`src/hdl/driver_ctrl_status_map.vh`:
```
// Bit positions, reset values and timing counts for control/status word one
`ifndef DRIVER_CTRL_STATUS_MAP_VH
`define DRIVER_CTRL_STATUS_MAP_VH

// Serial frame layout
`define FRAME_BITS          5'h18
`define FRAME_CNT_W         5
`define WORD_SEL_BIT        0
`define WORD_SEL_ONE        1'b1

// Control word one fields
`define CTRL1_ENABLE_BIT    23
`define CTRL1_RETRY_HI      22
`define CTRL1_RETRY_LO      18
`define CTRL1_RETRY_RST     5'h00
`define CTRL1_ENABLE_RST    1'b0

// Status word one fields
`define STAT1_ALWAYS_ONE    1'b1
`define STAT1_OV_BIT        22
`define STAT1_UV_BIT        21
`define STAT1_TSD_BIT       20
`define STAT1_TWARN_BIT     19
`define STAT1_NRDY_BIT      18

// Status word zero fields held here
`define STAT0_TOP_BIT_VAL   1'b1
`define STAT0_OC_HI         17
`define STAT0_OC_LO         13

// Timing
`define CLK_PERIOD_NS       4
`define STARTUP_TIME_US     100
`define STARTUP_CYCLES      ((`STARTUP_TIME_US * 1000) / `CLK_PERIOD_NS)
`define RETRY_LONG_US       40
`define RETRY_LONG_CYCLES   ((`RETRY_LONG_US * 1000) / `CLK_PERIOD_NS)
`define RETRY_SHORT_US      10
`define RETRY_SHORT_CYCLES  ((`RETRY_SHORT_US * 1000) / `CLK_PERIOD_NS)
`define TMR_W               16

`endif

```
`src/hdl/pin_sync3.v`:
```
// Three-stage input synchroniser with agreement filter
`timescale 1ns/10ps
module pin_sync3 #(
   parameter             WIDTH   = 1,
   parameter [WIDTH-1:0] RST_VAL = {WIDTH{1'b0}}
) (
   input  wire             sys_clk,
   input  wire             nrst,
   input  wire             clk_en,
   input  wire [WIDTH-1:0] din,
   output wire [WIDTH-1:0] dout
);
   reg  [WIDTH-1:0] stage1_ff;
   reg  [WIDTH-1:0] stage2_ff;
   reg  [WIDTH-1:0] stage3_ff;
   reg  [WIDTH-1:0] out_ff;
   genvar           i;

   // Synchroniser chain
   always @(posedge sys_clk or negedge nrst) begin
      if (!nrst) begin
         stage1_ff <= RST_VAL;
         stage2_ff <= RST_VAL;
         stage3_ff <= RST_VAL;
      end else if (clk_en) begin
         stage1_ff <= din;
         stage2_ff <= stage1_ff;
         stage3_ff <= stage2_ff;
      end
   end

   // Accept a change once stages two and three agree
   generate
      for (i = 0; i < WIDTH; i = i + 1) begin : g_agree
         always @(posedge sys_clk or negedge nrst) begin
            if (!nrst) begin
               out_ff[i] <= RST_VAL[i];
            end else if (clk_en && (stage2_ff[i] == stage3_ff[i])) begin
               out_ff[i] <= stage3_ff[i];
            end
         end
      end
   endgenerate

   assign dout = out_ff;
endmodule

```
`src/hdl/driver_ctrl_status_reg_one.v`:
```
// Control word one and status word one of the load driver serial port
`timescale 1ns/10ps
`include "driver_ctrl_status_map.vh"
module driver_ctrl_status_reg_one #(
   parameter                NUM_HS         = 5,
   parameter [`TMR_W-1:0]   STARTUP_CYCLES = `STARTUP_CYCLES,
   parameter [`TMR_W-1:0]   RETRY_LONG     = `RETRY_LONG_CYCLES,
   parameter [`TMR_W-1:0]   RETRY_SHORT    = `RETRY_SHORT_CYCLES
) (
   input  wire              sys_clk,
   input  wire              nrst,
   input  wire              clk_en,
   input  wire              spi_csn_pin,
   input  wire              spi_sclk_pin,
   input  wire              spi_mosi_pin,
   input  wire              ov_det_pin,
   input  wire              uv_det_pin,
   input  wire              tsd_det_pin,
   input  wire              twarn_det_pin,
   input  wire [NUM_HS-1:0] oc_det_pin,
   input  wire [NUM_HS-1:0] hs_on_req,
   input  wire              retry_duty_sel,
   input  wire              fault_reset,
   input  wire [22:1]       status0_ext,
   input  wire [17:1]       status1_ext,
   output wire              spi_miso,
   output wire              spi_miso_oe,
   output wire [NUM_HS-1:0] hs_drive,
   output wire              active_mode,
   output wire [NUM_HS-1:0] overcurrent_auto_retry_enable
);
   localparam SYNC_W = 7 + NUM_HS;
   localparam [SYNC_W-1:0] SYNC_RST = {{(SYNC_W-1){1'b0}}, 1'b1};
   localparam [`FRAME_CNT_W-1:0] FRAME_LEN = `FRAME_BITS;

   wire [SYNC_W-1:0]        sync_out;
   wire                     csn_s;
   wire                     sclk_s;
   wire                     mosi_s;
   wire                     ov_s;
   wire                     uv_s;
   wire                     tsd_s;
   wire                     twarn_s;
   wire [NUM_HS-1:0]        oc_s;
   reg                      csn_d_ff;
   reg                      sclk_d_ff;
   reg  [23:0]              rx_ff;
   reg  [23:0]              tx_ff;
   reg  [`FRAME_CNT_W-1:0]  bit_cnt_ff;
   reg                      miso_ff;
   reg                      miso_oe_ff;
   reg                      sel_one_ff;
   reg                      enable_ff;
   reg  [NUM_HS-1:0]        retry_en_ff;
   reg                      ov_flag_ff;
   reg                      uv_flag_ff;
   reg                      tsd_flag_ff;
   reg                      not_ready_ff;
   reg  [`TMR_W-1:0]        start_tmr_ff;
   reg                      phase_ff;
   reg  [NUM_HS-1:0]        oc_flag_ff;
   reg  [NUM_HS-1:0]        blocked_ff;
   reg  [NUM_HS-1:0]        grant_ff;
   reg  [NUM_HS-1:0]        hs_drive_ff;
   reg  [`TMR_W*NUM_HS-1:0] retry_tmr_ff;
   wire                     csn_fall;
   wire                     csn_rise;
   wire                     sclk_rise;
   wire                     sclk_fall;
   wire                     frame_ok;
   wire                     wr_one;
   wire                     go_standby;
   wire                     standby;
   wire                     outputs_ok;
   wire                     no_error;
   wire [23:0]              status0_word;
   wire [23:0]              status1_word;
   wire [NUM_HS-1:0]        oc_ev;
   wire [`TMR_W-1:0]        retry_delay;
   genvar                   i;

   // All pins and analog detector levels come from outside the clock domain
   pin_sync3 #(
      .WIDTH   (SYNC_W),
      .RST_VAL (SYNC_RST)
   ) u_sync (
      .sys_clk (sys_clk),
      .nrst    (nrst),
      .clk_en  (clk_en),
      .din     ({oc_det_pin, twarn_det_pin, tsd_det_pin, uv_det_pin,
                 ov_det_pin, spi_mosi_pin, spi_sclk_pin, spi_csn_pin}),
      .dout    (sync_out)
   );

   assign csn_s   = sync_out[0];
   assign sclk_s  = sync_out[1];
   assign mosi_s  = sync_out[2];
   assign ov_s    = sync_out[3];
   assign uv_s    = sync_out[4];
   assign tsd_s   = sync_out[5];
   assign twarn_s = sync_out[6];
   assign oc_s    = sync_out[SYNC_W-1:7];

   // Frame edge detection
   assign csn_fall  = csn_d_ff & ~csn_s;
   assign csn_rise  = ~csn_d_ff & csn_s;
   assign sclk_rise = ~sclk_d_ff & sclk_s & ~csn_s;
   assign sclk_fall = sclk_d_ff & ~sclk_s & ~csn_s;
   assign frame_ok  = csn_rise & (bit_cnt_ff == FRAME_LEN);
   assign wr_one    = frame_ok & (rx_ff[`WORD_SEL_BIT] == `WORD_SEL_ONE);
   assign go_standby = wr_one & ~rx_ff[`CTRL1_ENABLE_BIT];
   assign standby   = ~enable_ff | go_standby;

   // Status words as shifted out
   assign no_error = ~(|status0_ext[22:18] | |oc_flag_ff |
                       |status0_ext[12:1] | ov_flag_ff | uv_flag_ff |
                       tsd_flag_ff | twarn_s | not_ready_ff |
                       |status1_ext);
   assign status0_word = {`STAT0_TOP_BIT_VAL, status0_ext[22:18],
                          oc_flag_ff, status0_ext[12:1], no_error};
   assign status1_word = {`STAT1_ALWAYS_ONE, ov_flag_ff, uv_flag_ff,
                          tsd_flag_ff, twarn_s, not_ready_ff,
                          status1_ext, no_error};

   // Serial shifter: sample on SCLK rise, shift out on SCLK fall
   always @(posedge sys_clk or negedge nrst) begin
      if (!nrst) begin
         csn_d_ff   <= 1'b1;
         sclk_d_ff  <= 1'b0;
         rx_ff      <= 24'h000000;
         tx_ff      <= 24'h000000;
         bit_cnt_ff <= {`FRAME_CNT_W{1'b0}};
         miso_ff    <= 1'b0;
         miso_oe_ff <= 1'b0;
      end else if (clk_en) begin
         csn_d_ff   <= csn_s;
         sclk_d_ff  <= sclk_s;
         miso_oe_ff <= ~csn_s;
         miso_ff    <= tx_ff[23];
         if (csn_fall) begin
            tx_ff      <= sel_one_ff ? status1_word : status0_word;
            bit_cnt_ff <= {`FRAME_CNT_W{1'b0}};
         end else if (sclk_rise) begin
            rx_ff <= {rx_ff[22:0], mosi_s};
            if (bit_cnt_ff != FRAME_LEN + 5'h01) begin
               bit_cnt_ff <= bit_cnt_ff + 5'h01;
            end
         end else if (sclk_fall) begin
            tx_ff <= {tx_ff[22:0], 1'b0};
         end
      end
   end

   // Control word one and start-up timer
   always @(posedge sys_clk or negedge nrst) begin
      if (!nrst) begin
         sel_one_ff   <= 1'b0;
         enable_ff    <= `CTRL1_ENABLE_RST;
         retry_en_ff  <= `CTRL1_RETRY_RST;
         not_ready_ff <= 1'b0;
         start_tmr_ff <= {`TMR_W{1'b0}};
         phase_ff     <= 1'b0;
      end else if (clk_en) begin
         phase_ff <= ~phase_ff;
         if (frame_ok) begin
            sel_one_ff <= rx_ff[`WORD_SEL_BIT];
         end
         if (wr_one) begin
            enable_ff <= rx_ff[`CTRL1_ENABLE_BIT];
            retry_en_ff <= rx_ff[`CTRL1_ENABLE_BIT] ?
                           rx_ff[`CTRL1_RETRY_HI:`CTRL1_RETRY_LO] :
                           `CTRL1_RETRY_RST;
         end
         if (standby) begin
            not_ready_ff <= 1'b0;
            start_tmr_ff <= {`TMR_W{1'b0}};
            if (wr_one && rx_ff[`CTRL1_ENABLE_BIT]) begin
               not_ready_ff <= 1'b1;
               start_tmr_ff <= STARTUP_CYCLES;
            end
         end else if (start_tmr_ff != {`TMR_W{1'b0}}) begin
            start_tmr_ff <= start_tmr_ff - {{(`TMR_W-1){1'b0}}, 1'b1};
            if (start_tmr_ff == {{(`TMR_W-1){1'b0}}, 1'b1}) begin
               not_ready_ff <= 1'b0;
            end
         end
      end
   end

   // Supply and thermal flags; an event beats a fault_reset clear in the same cycle
   always @(posedge sys_clk or negedge nrst) begin
      if (!nrst) begin
         ov_flag_ff  <= 1'b0;
         uv_flag_ff  <= 1'b0;
         tsd_flag_ff <= 1'b0;
      end else if (clk_en) begin
         if (standby) begin
            ov_flag_ff  <= 1'b0;
            uv_flag_ff  <= 1'b0;
            tsd_flag_ff <= 1'b0;
         end else begin
            if (ov_s) begin
               ov_flag_ff <= 1'b1;
            end else if (fault_reset) begin
               ov_flag_ff <= 1'b0;
            end
            if (uv_s) begin
               uv_flag_ff <= 1'b1;
            end else if (fault_reset) begin
               uv_flag_ff <= 1'b0;
            end
            if (tsd_s) begin
               tsd_flag_ff <= 1'b1;
            end else if (fault_reset) begin
               tsd_flag_ff <= 1'b0;
            end
         end
      end
   end

   // Outputs allowed only when active, settled and free of supply faults
   assign outputs_ok = ~standby & ~not_ready_ff & ~ov_s & ~uv_s &
                       ~tsd_flag_ff;
   assign retry_delay = retry_duty_sel ? RETRY_LONG : RETRY_SHORT;

   // Per-output over-current protection and retry
   generate
      for (i = 0; i < NUM_HS; i = i + 1) begin : g_hs
         assign oc_ev[i] = oc_s[i] & hs_drive_ff[i];
         always @(posedge sys_clk or negedge nrst) begin
            if (!nrst) begin
               oc_flag_ff[i]  <= 1'b0;
               blocked_ff[i]  <= 1'b0;
               grant_ff[i]    <= 1'b0;
               hs_drive_ff[i] <= 1'b0;
               retry_tmr_ff[i*`TMR_W +: `TMR_W] <= {`TMR_W{1'b0}};
            end else if (clk_en) begin
               hs_drive_ff[i] <= hs_on_req[i] & outputs_ok &
                                 ~blocked_ff[i] & ~oc_ev[i];
               if (standby) begin
                  oc_flag_ff[i] <= 1'b0;
                  blocked_ff[i] <= 1'b0;
                  grant_ff[i]   <= 1'b0;
                  retry_tmr_ff[i*`TMR_W +: `TMR_W] <= {`TMR_W{1'b0}};
               end else if (oc_ev[i]) begin
                  oc_flag_ff[i] <= 1'b1;
                  blocked_ff[i] <= 1'b1;
                  grant_ff[i]   <= retry_en_ff[i] |
                                   (phase_ff & ~oc_flag_ff[i]);
                  retry_tmr_ff[i*`TMR_W +: `TMR_W] <= retry_delay;
               end else begin
                  if (fault_reset) begin
                     oc_flag_ff[i] <= 1'b0;
                     blocked_ff[i] <= 1'b0;
                  end
                  if (retry_tmr_ff[i*`TMR_W +: `TMR_W] != {`TMR_W{1'b0}}) begin
                     retry_tmr_ff[i*`TMR_W +: `TMR_W] <=
                        retry_tmr_ff[i*`TMR_W +: `TMR_W] -
                        {{(`TMR_W-1){1'b0}}, 1'b1};
                  end else if (blocked_ff[i] && grant_ff[i]) begin
                     blocked_ff[i] <= 1'b0;
                     grant_ff[i]   <= 1'b0;
                  end
               end
            end
         end
      end
   endgenerate

   assign spi_miso    = miso_ff;
   assign spi_miso_oe = miso_oe_ff;
   assign hs_drive    = hs_drive_ff;
   assign active_mode = enable_ff;
   assign overcurrent_auto_retry_enable = retry_en_ff;
endmodule

```
`config.mk`:
```
export PLATFORM = sky130hd
export DESIGN_NAME = driver_ctrl_status_reg_one
export DESIGN_NICKNAME = d
export VERILOG_FILES = /design/src/hdl/pin_sync3.v /design/src/hdl/driver_ctrl_status_reg_one.v
export VERILOG_INCLUDE_DIRS = /design/src /design/src/hdl
export SDC_FILE = /design/constraint.sdc
export NUM_CORES = 1
export LEC_CHECK = 0
export ABC_AREA = 0
export BUFFER_PORTS_ARGS = -buffer_cell sky130_fd_sc_hd__buf_4
export CORE_MARGIN = 4
export CORE_UTILIZATION = 49
export DETAILED_ROUTE_END_ITERATION = 12
export PLACE_DENSITY_LB_ADDON = 0.15
export SYNTH_ARGS = -nofsm -noshare
export SYNTH_HDL_FRONTEND = slang
export SYNTH_SLANG_ARGS = --single-unit
```
`constraint.sdc`:
```
create_clock -name sys_clk -period 2.76 [get_ports sys_clk]
set_clock_uncertainty 0.1 [all_clocks]
set_input_delay 0.276 -clock sys_clk [delete_from_list [all_inputs] [get_ports sys_clk]]
set_output_delay 0.276 -clock sys_clk [all_outputs]
set_load 0.02 [all_outputs]
```
# After elaboration in Yosys (flattened, before gate mapping)

Index checks and enable logic that the tools add are counted.

Logic and storage cells: 334
Output and inout port bits: 13
Bits in registers: 233
Bits of input ports: 61

Muxes and demuxes: 93
Equality and inequality tests: 21
Reduce and logical (&&, ||, !) cells: 76
Bitwise logic cells: 81
$add $sub $neg: 7

Operator list:

| operator                                                             | count |
|---|---|
| 16-bit two-way mux                                                   | 17 |
| 16-bit nonzero test                                                  | 6 |
| 16-bit by 1-bit subtractor with 16-bit output, second input constant | 6 |
| 24-bit two-way mux                                                   | 3 |
| 1-bit two-way mux                                                    | 66 |
| 3-bit nonzero test                                                   | 18 |
| 1-bit AND                                                            | 38 |
| 2-bit AND reduction                                                  | 16 |
| 1-bit inverter                                                       | 29 |
| 3-bit AND reduction                                                  | 9 |
| 23-bit two-way mux                                                   | 1 |
| 5-bit two-way mux                                                    | 4 |
| 1-bit logical AND                                                    | 18 |
| 17-bit OR reduction                                                  | 1 |
| 16-bit by 1-bit == test with 1-bit output, second input constant     | 1 |
| 15-bit two-way mux                                                   | 1 |
| 3-bit inequality test, second input constant                         | 5 |
| 14-bit two-way mux                                                   | 1 |
| 1-bit OR                                                             | 14 |
| 1-bit == test                                                        | 12 |
| 12-bit OR reduction                                                  | 1 |
| 2-bit nonzero test                                                   | 5 |
| 5-bit OR reduction                                                   | 2 |
| 5-bit by 1-bit adder with 5-bit output, second input constant        | 1 |
| 3 further kinds                                                      | 3 |

# Logic depth before layout (Yosys ltp)

Gate-level depths: netlist of run 1.

Depth in word-level cells: 14
Depth in mapped cells: 9
Depth with buffers taken out: 7

# Modules after synthesis

Synthesis of run 1 repeated with hierarchy kept, for this count alone.

Cell total of the unflattened synthesis: 1,225
Area, all modules: 12,005.3 sq um

By module, submodules not included:

| module                     | times used | cells each | area each (sq um) |
|---|---|---|---|
| driver_ctrl_status_reg_one | 1          | 1,098      | 10,062.2 |
| pin_sync3                  | 1          | 127        | 1,943.1 |

# Worst setup path before layout of run 1

OpenSTA, ideal clock, no wires.

Path kind: register to register
Start point: reg retry_tmr_ff[0]
End point: reg retry_tmr_ff[7]
Cell stages (with the launch flop): 9
Required time: 2.539 ns
Slack: 0.075 ns
Buffers on the path: 1
Arrival: 2.464 ns
Path through: dfrtp_1 > inv_1 > ha_1 > or4b_2 > or4_1 > o21ai_2 > buf_2 > a21oi_1 > o22a_1

Word-level cells in the longest chain between the ends: 4
Elaborated cells on any way between the ends: 7

Ends and longest elaborated chain:

| element                                       | line                             | text |
|---|---|---|
| start, declared                               | driver_ctrl_status_reg_one.v:65  | `` reg [`TMR_W*NUM_HS-1:0] retry_tmr_ff; `` |
| start signal, assigned by index               | driver_ctrl_status_reg_one.v:236 | `` retry_tmr_ff[i*`TMR_W +: `TMR_W] <= {`TMR_W{1'b0}}; `` |
| start signal, assigned by index               | driver_ctrl_status_reg_one.v:244 | `` retry_tmr_ff[i*`TMR_W +: `TMR_W] <= {`TMR_W{1'b0}}; `` |
| start signal, assigned by index               | driver_ctrl_status_reg_one.v:250 | `` retry_tmr_ff[i*`TMR_W +: `TMR_W] <= retry_delay; `` |
| 16-bit by 1-bit subtractor with 16-bit output | driver_ctrl_status_reg_one.v:258 | `` retry_tmr_ff[i*`TMR_W +: `TMR_W] - `` |
| 16-bit two-way mux                            | driver_ctrl_status_reg_one.v:256 | `` if (retry_tmr_ff[i*`TMR_W +: `TMR_W] != {`TMR_W{1'b0}}) begin `` |
| 16-bit two-way mux                            | driver_ctrl_status_reg_one.v:245 | `end else if (oc_ev[i]) begin` |
| 16-bit two-way mux                            | driver_ctrl_status_reg_one.v:240 | `if (standby) begin` |

Parallel ways exist; a longest one is shown, timed or not. The select of a mux whose other input is x is not followed.
A chain may end at the register's enable or synchronous reset.

# Worst setup path in the final report of run 1

Start point: reg retry_tmr_ff[0]
End point: reg retry_tmr_ff[3]

Same word-level chain as after synthesis.

==> results of run 1 <==
==> cells in the mapped netlist (4+ instances only) <==
library cell                  n  area [um^2]
sky130_fd_sc_hd__dfrtp_1    228         5705
sky130_fd_sc_hd__o21ai_0    153        765.7
sky130_fd_sc_hd__nand2_1    128        480.5
sky130_fd_sc_hd__a21oi_1     89        445.4
sky130_fd_sc_hd__nor2_1      68        255.2
sky130_fd_sc_hd__mux2_2      52        585.6
sky130_fd_sc_hd__clkbuf_1    50        187.7
sky130_fd_sc_hd__inv_1       42        157.7
sky130_fd_sc_hd__nand3_1     32        160.2
sky130_fd_sc_hd__o31ai_1     31        232.7
sky130_fd_sc_hd__or3_1       29        181.4
sky130_fd_sc_hd__mux2i_1     25        250.2
sky130_fd_sc_hd__nor3_1      25        125.1
sky130_fd_sc_hd__nor4_1      24        150.1
sky130_fd_sc_hd__or4_1       19        142.6
sky130_fd_sc_hd__nand4_1     17        106.4
sky130_fd_sc_hd__o211ai_1    15        112.6
sky130_fd_sc_hd__a22o_1      12        105.1
sky130_fd_sc_hd__o41ai_1     12        105.1
sky130_fd_sc_hd__nand2b_1    11        68.82
sky130_fd_sc_hd__o2bb2ai_1   11        96.34
sky130_fd_sc_hd__ha_1        10        125.1
sky130_fd_sc_hd__and2_1       9        56.30
sky130_fd_sc_hd__a31oi_1      8        50.05
sky130_fd_sc_hd__a32o_1       8        80.08
sky130_fd_sc_hd__a21o_1       7        52.55
sky130_fd_sc_hd__and3_1       7        43.79
sky130_fd_sc_hd__nand3b_1     7        52.55
sky130_fd_sc_hd__nand4b_1     7        61.31
sky130_fd_sc_hd__a211oi_1     6        45.04
sky130_fd_sc_hd__buf_1        6        22.52
sky130_fd_sc_hd__nor2b_1      6        37.54
sky130_fd_sc_hd__dfstp_2      5        131.4
sky130_fd_sc_hd__o311ai_0     5        43.79
sky130_fd_sc_hd__or2_2        5        31.28
sky130_fd_sc_hd__buf_2        4        20.02
sky130_fd_sc_hd__xor2_1       4        35.03
==> critical path: cells and delay by family, from the launching register on <==
family | cells | cell delay (ns)
and+or+nand+nor | 3 | 1.22
DFF | 1 | 0.41
buffers and inverters | 2 | 0.26
AOI/OAI and AO/OA | 1 | 0.17
adders and majority gates | 1 | 0.16
muxes | 1 | 0.12
==> per-layer routing <==
layer / GRT usage [%] / up-vias / part of all wire, %
met3: 2.448 / 44 / 4.2
li1: - / 4860 / -
met4: 5.299 / 0 / 2.1
met5: 0 / - / 0
met1: 32.87 / 4948 / 47
met2: 37.02 / 207 / 46
==> final cells by class <==
type	count	share of cell area [%]
Multi-Input combinational cell	898	39.51
Clock buffer	36	5.481
Timing Repair Buffer	155	9.077
Clock inverter	12	0.8724
Inverter	43	1.137
Tap cell	319	2.811
Sequential cell	233	41.11
==> registers in the layout (all words and copies together), names as in the netlist, 12 cells and up <==
register / count
u_sync.stage1_ff: 12
u_sync.stage3_ff: 12
rx_ff: 24
tx_ff: 24
retry_tmr_ff: 80
u_sync.stage2_ff: 12
start_tmr_ff: 16
u_sync.dout: 12
==> stage by stage <==
| stage | hold slack, ns | instances | utilization [%] | cell area [um^2] | total power, uW |
|---|---|---|---|---|---|
| 2_1_floorplan | -0.1196 | 1236 | - | 11850 | 5311 |
| 3_5_place_dp | 0.1365 | 1621 | 55.17 | 13030 | 5941 |
| 3_3_place_gp | 0.1426 | 1621 | 55.17 | 13030 | 5879 |
| 6_report | 0.04981 | 1696 | 60.13 | 14200 | 9482 |
| 5_1_grt | 0.08571 | 1696 | 60.13 | 14200 | 9988 |
| 4_1_cts | 0.02186 | 1696 | 60.13 | 14200 | 9558 |
==> power by group through the flow <==
stage | logic (uW) | clock network (uW) | registers [uW]
global route | 1960 | 3780 | 4250
global placement | 1660 | 0 | 4220
detailed placement | 1700 | 0 | 4240
floorplan | 1160 | 0 | 4150
finish | 1730 | 3560 | 4190
CTS | 1740 | 3630 | 4190
==> final timing paths <==
kind                                       from               end  slack (ns)  cells after the start
worst max-delay path            retry_tmr_ff[0]   retry_tmr_ff[3]        0.19                      8
worst min-delay path                fault_reset     blocked_ff[1]        0.05                      4
worst max register to register  retry_tmr_ff[0]   retry_tmr_ff[3]        0.19                      8
worst min register to register         tx_ff[3]          tx_ff[3]        0.38                      2
max in group asynchronous                  nrst  retry_tmr_ff[42]        1.54                      3
min in group asynchronous                  nrst          tx_ff[5]        0.16                      2
==> kinds of logic (layout without fill, tap and decap cells) <==
kind of cell	Yosys count	after routing
xor gates and xnor gates	4	4
buffers and inverters	105	246
muxes	77	77
AOI/OAI and AO/OA	395	395
DFF	233	233
and+or+nand+nor	412	412
adders and majority gates	10	10
==> impl_summary.md, run 1 <==
Worst setup path
The biggest cell delay along the critical path is 0.61 ns. The worst setup path is launched from a flip-flop. The arrival time at the worst endpoint is 2.88 ns. The endpoint class of the critical path is a flip-flop. The critical path is of the flip-flop to flip-flop type. The critical path goes through inv_1 > ha_1 > or4b_2 > or4_1 > o21ai_2 > buf_4 > nor4_1 > mux2i_1. On the critical path, the stage with the largest delay is an instance of sky130_fd_sc_hd__or4b_2. In this run the worst path has a maximum fanout of 11. The worst path required time is 3.07 ns.

Clocking
The hold buffer count at cts is 27. CTS built an H-tree with a depth of 1. After clock tree synthesis, the clock-pin slew on the worst setup and hold paths is 0.06 ns. The clock root buffer is sky130_fd_sc_hd__clkbuf_16. The total CTS buffers is 26. TritonCTS built the clock tree. The clock net in this run drives a total of 233 sinks. Gates resized during post-CTS repair numbered 0. The worst-skew pair later-pin latency is 0.54 ns. Counting along the longest clock path gives a buffer depth of 3. The number of buffers inserted to repair setup after CTS is 0.

Timing
The worst max-slew margin expressed relative to the limit is 38.19%. Setup repair after global routing left no endpoint under its margin. The total count of max-transition violations in the final report is 0. Setup violations remaining at the end of the flow were counted as 0.

The number of failing hold endpoints at the final stage is 0. The worst path in the final design needs a cycle of 2.566 ns, including I/O delays and setup. The total negative slack for setup checks is 0 ns. The achievable frequency is 389.7 MHz. At the pin with the least slew margin, the transition time is 0.9210 ns.

Setup slack closes at 0.1939 ns. The ratio of final minimum period to clock period is 92.98%.

Layout
The post-layout net count is 1428. The number of antenna diodes in the final layout is 0. The sequential cell area is 0.005837 mm^2.

Compared with the post-synthesis result, the final layout area differs by 19.81%. In the layout the commonest cells are 228 x sky130_fd_sc_hd__dfrtp_1, 151 x sky130_fd_sc_hd__o21ai_0, 128 x sky130_fd_sc_hd__nand2_1. In the final layout, the multi-input gates occupy 0.005610 mm^2. The layout has 2045 filler cells. The fraction of final layout cells sized beyond drive strength 1 is 18.16%. Leaving out fill and tap cells, the most frequent cell in the layout is sky130_fd_sc_hd__dfrtp_1.

Logic synthesis
The synthesized netlist devotes 1.056% of its cell area to adder and majority cells. The cell count after synthesis is 1236. The flip-flop and latch count after synthesis is 233.

The post-synth net total is 1307. The distinct cell type count after synthesis is 72. After synthesis, the share of cell area in mux cells is 7.052%. Yosys mapped a number of flops with a built-in enable equal to 0. Of the total synthesized cell area, the portion taken by AND, OR, NAND and NOR gates is 18.05%.

The number of warnings printed during yosys synthesis is 0. The proportion of synthesized chip area in sequential cells is 49.25%. The average instance in the mapped netlist occupies 9.588 um^2.

After Yosys synthesis, XOR and XNOR cells account for 0.2956% of the synthesized area. By area, the combinational part of the netlist is dominated by compound AO/OA/AOI/OAI gates. Of all flip-flops after synthesis, the portion carrying an async set or reset was 100.0%.

For this run, the leading register cell type out of synthesis is sky130_fd_sc_hd__dfrtp_1. The cell area after synthesis is 0.01185 mm^2. Summing the areas of all compound-gate instances in the mapped netlist gives 20.80% of the synthesized area.

Placed design
Routability-driven placement finished with a final weighted congestion of 0.8693. Summed over all nets, the half-perimeter wirelength after detailed placement is 20370 um. OpenSTA, run right after detailed placement, puts the worst setup slack at 0.2053 ns. In this run the tool buffered the top-level ports with 68 buffer cells.

Global routing
The via count of the first global-routing pass is 9781. Entering global routing, the biggest net connects 70 pins. The initial antenna violation count is 0.

The total routing resource utilization after global routing is 22.68%. The residual overflow from global routing is 0. The global-route wire length before repair is 50290 um.

Power and ir drop
Summed over all cells, the static leakage comes to 0.006500 uW. Summed over all nets, the switching power comes to 2743 uW. The register share of total power is 44.2%. Cell internal power was estimated by the tool at 6739 uW.

Dividing total power by cell area gives a power density of 667.8 mW/mm^2. In this run switching power makes up 28.93% of total power. IR analysis of the VDD net gives a maximum drop of 479.7 uV. Of the total power, the clock network draws 37.6%. Of the total power, combinational logic draws 18.2%.

Floorplanning
Pin placement for this block handled 74 I/O pins. After floorplanning, the core was sized to cover 0.02361 mm^2. The initial standard-cell utilization of the core is 50.19%. The die covers 0.02674 mm^2.

The overall die width is 163.5 um. The die height is 163.5 um. The initialized floorplan defines 56 standard-cell rows.

Flow run
Max-cap violations in this run came to 0.

Detailed routing
Using the TritonRoute via totals, the vias-per-cell ratio works out to 5.931. The number of vias after detailed routing is 10059. The total detailed-routing wirelength is 29890 um. The post-detailed-route DRC marker count is 0. The count of antenna-violating nets left after detailed routing is 0.

The detailed-route wire length per cell is 17.63 um. The detailed router finished its first iteration with 708 violations. The first-pass iteration count of the detailed router is 5.

Outcome
The flow ran to the end, and the final reports show no timing, DRC or antenna violations.

Hold path
The min-delay analysis places its worst path in the category input port to flip-flop.
Note: power is estimated with default switching activity, not from simulation.
==> run 2, diff against run 1 <==
--- a/config.mk
+++ b/config.mk
@@ -8,8 +8,9 @@
 export LEC_CHECK = 0
 export ABC_AREA = 0
 export BUFFER_PORTS_ARGS = -buffer_cell sky130_fd_sc_hd__buf_4
+export CAP_MARGIN = 20
 export CORE_MARGIN = 4
-export CORE_UTILIZATION = 49
+export CORE_UTILIZATION = 48
 export DETAILED_ROUTE_END_ITERATION = 12
 export PLACE_DENSITY_LB_ADDON = 0.15
 export SYNTH_ARGS = -nofsm -noshare
==> impl_summary.md, run 2 (same netlist as run 1, synthesis figures left out) <==
Power and ir drop
The power density over the cells is 671.1 mW/mm^2 (was 667.8 mW/mm^2). The register share of total power is 44.1% (was 44.2%). The internal portion of total power is 6786 uW (was 6739 uW). The portion of total power attributed to the clock network was 38.2% (was 37.6%). The peak supply drop is 573.7 uV (was 479.7 uV). The net switching share of the total power is 28.67% (was 28.93%). The static power due to leakage is 0.006485 uW (was 0.006500 uW). The switching power is 2728 uW (was 2743 uW). The share of power burned in combinational logic is 17.7% (was 18.2%).

Timing
The worst max-slew margin expressed relative to the limit is 49.24% (was 38.19%). The worst hold margin is 0.04862 ns (was 0.04981 ns). Unrepaired setup endpoints after global routing: false (unchanged). The post-route minimum period is 2.630 ns (was 2.566 ns). The total count of max-transition violations in the final report is 0 (unchanged). The number of failing hold endpoints at the final stage came to 0 (unchanged). The count of endpoints failing setup in the final report came to 0 (unchanged). The post-route worst setup slack came to 0.1296 ns (was 0.1939 ns). The achievable frequency came to 380.2 MHz (was 389.7 MHz). The ratio of final minimum period to clock period was 95.30% (was 92.98%). The total negative slack for setup checks is 0 ns (unchanged). The slew at the pin closest to its max-slew limit is 0.7563 ns (was 0.9210 ns).

Layout
The area of the multi-input gates is 0.005615 mm^2 (was 0.005610 mm^2). The area added between synthesis and finish is 19.63% (was 19.81%). Leading cell types in the layout, fill and taps excluded: 228 x sky130_fd_sc_hd__dfrtp_1, 151 x sky130_fd_sc_hd__o21ai_0, 129 x sky130_fd_sc_hd__buf_4 (was 228 x sky130_fd_sc_hd__dfrtp_1, 151 x sky130_fd_sc_hd__o21ai_0, 128 x sky130_fd_sc_hd__nand2_1). The number of fillers in the final layout was 2087 (was 2045). Top flop regs: retry_tmr_ff x80, rx_ff x24, tx_ff x24 (unchanged).

The final antenna diode count is 0 (unchanged). The post-layout instance count excluding filler cells is 1702 (was 1696). The register with the most flip-flops is retry_tmr_ff (unchanged). The flip-flop count of the largest register, all copies and words added is 80 (unchanged). The post-layout net count is 1429 (was 1428).

The sequential cell area was 0.005837 mm^2 (unchanged). The leading cell type in the layout, fill and taps excluded is sky130_fd_sc_hd__dfrtp_1 (unchanged). The fraction of final layout cells sized beyond drive strength 1 was 18.21% (was 18.16%).

Floorplanning
The die height is 165.1 um (was 163.5 um). The I/O pin total is 74 (unchanged). The overall die width was 165.1 um (was 163.5 um).

The overall die area is 0.02727 mm^2 (was 0.02674 mm^2). The floorplan row count is 57 (was 56). The core area was 0.02432 mm^2 (was 0.02361 mm^2). The initial standard-cell utilization of the core was 48.73% (was 50.19%).

Worst setup path
The worst path required time was 3.03 ns (was 3.07 ns). The flop-to-flop setup slack is 0.13 ns (was 0.19 ns). The arrival time at the worst endpoint is 2.90 ns (was 2.88 ns). The reg-to-reg endpoint is retry_tmr_ff[6] (was retry_tmr_ff[3]). The number of cells on the worst reg-to-reg path is 9 (was 8). The worst setup path category is flip-flop to flip-flop (unchanged). The beginning of the worst register-to-register path is retry_tmr_ff[0] (unchanged). The peak fanout along the critical path is 8 (was 11). The critical path launch point is retry_tmr_ff[0] (unchanged).

The critical path startpoint category is a flip-flop (unchanged). The endpoint class of the critical path is a flip-flop (unchanged). The destination of the critical timing path is retry_tmr_ff[6] (was retry_tmr_ff[3]).

Clocking
The clock sink count is 233 (unchanged). The CTS tree is yes (unchanged). The number of buffers inserted to repair setup after CTS is 0 (unchanged). The worst-skew pair later-pin latency is 0.53 ns (was 0.54 ns). The total CTS buffers is 27 (was 26). The worst-case clock buffer depth is 3 (unchanged).

The maximum level of the CTS H-tree is 1 (unchanged). The clock edge transition at the registers on the reported setup and hold paths came to 0.06 ns (about the same). The clock root buffer is sky130_fd_sc_hd__clkbuf_16 (unchanged).

Hold path
The type of the most critical hold path is input port to flip-flop (unchanged).

Detailed routing
The post-detailed-route DRC marker count was 0 (unchanged). The count of antenna-violating nets left after detailed routing is 0 (unchanged). The detailed-route wire length per cell is 17.36 um (was 17.63 um). The violation count after the first detailed-route iteration was 840 (was 708). The first-pass iteration count of the detailed router is 7 (was 5). The total detailed-routing wirelength is 29540 um (was 29890 um). The number of vias after detailed routing is 10018 (was 10059).

The ratio of routed vias to standard cells is 5.886 (was 5.931).

Global routing
The global-route wire length before repair was 49530 um (was 50290 um). The total routing resource utilization after global routing is 22.13% (was 22.68%). The via count of the first global-routing pass is 9478 (was 9781). The largest net degree at the start of global routing is 88 (was 70).

The initial antenna violation count was 0 (unchanged). The residual overflow from global routing was 0 (unchanged).

Placed design
The cell total after placement is 1631 (was 1621). The worst setup slack before clock tree synthesis is 0.1170 ns (was 0.2053 ns). The number of input and output port buffers inserted is 68 (unchanged). The sum of net half-perimeters after detailed placement is 20510 um (was 20370 um). The global placer's final weighted congestion is 0.8788 (was 0.8693).

Outcome
Outcome: complete, no violations (unchanged).

Flow run
The reported max-cap violation count is 0 (unchanged).
[run 2: cell types whose count changed in the layout (fill, tap and decap cells not counted), sizes merged]
cell	before	now
buf	128	134
dlygate4sd3	27	21
clkinv	10	6
bufinv	2	4
clkinvlp	1	3
inv	42	43
[run 2: stage by stage]
stage                     power (uW)  instance area (um^2)  util [%]
final                           9514                 14180     58.30
after global routing           10070                 14180     58.30
after CTS                       9609                 14180     58.30
after detailed placement        5919                 13060     53.69
after global placement          5855                 13060     53.69
after floorplan                 5311                 11850         -
[run 2: layer usage]
layer	wire length, um	track usage [%]	share of wire, %	up-vias
met5	0	0	0	-
met4	636	4.915	2.2	0
met3	1293	2.854	4.4	48
met2	13710	35.37	46	189
met1	13900	32.45	47	4914
li1	-	-	-	4867
[run 2: worst min-delay path by stage]
stage | start | to | slack [ns] | cells after the start
after global placement | nrst | tx_ff[6] | 0.23 | 1
after detailed placement | nrst | tx_ff[1] | 0.23 | 1
final | fault_reset | blocked_ff[1] | 0.05 | 4
after floorplan | nrst | active_mode | -0.12 | 0
after CTS | fault_reset | blocked_ff[1] | 0.03 | 4
after global routing | fault_reset | blocked_ff[1] | 0.06 | 4
[run 2: final cells by class]
cell class / instances / share of cell area (%)
clock inverter: 13 / 1.271
multi-input combinational: 898 / 39.61
inverter: 43 / 1.138
tap: 324 / 2.859
sequential: 233 / 41.17
timing repair buffer: 155 / 8.878
clock buffer: 36 / 5.075
[run 2: power by group through the flow]
stage	clock (uW)	combinational [uW]	sequential, uW
finish	3640	1680	4200
global route	3880	1930	4260
global placement	0	1620	4230
floorplan	0	1160	4150
CTS	3720	1700	4190
detailed placement	0	1670	4250
[run 2: repair_timing]
| action | in CTS | in global routing |
|---|---|---|
| hold buffers | 22 | 0 |
| endpoints found under the setup margin | 0 | 4 |
| endpoints found under the hold margin | 95 | 0 |
| gates resized for setup | 0 | 1 |
[run 2: worst max-delay path, stage by stage, from the launching register on]
cell and delay, ns:
sky130_fd_sc_hd__dfrtp_1 0.41, sky130_fd_sc_hd__inv_1 0.09, sky130_fd_sc_hd__ha_1 0.16, sky130_fd_sc_hd__or4b_2 0.61, sky130_fd_sc_hd__buf_4 0.17, sky130_fd_sc_hd__nor4_2 0.19, sky130_fd_sc_hd__buf_4 0.19, sky130_fd_sc_hd__a31oi_1 0.27
sky130_fd_sc_hd__a21oi_1 0.23, sky130_fd_sc_hd__a21oi_1 0.05
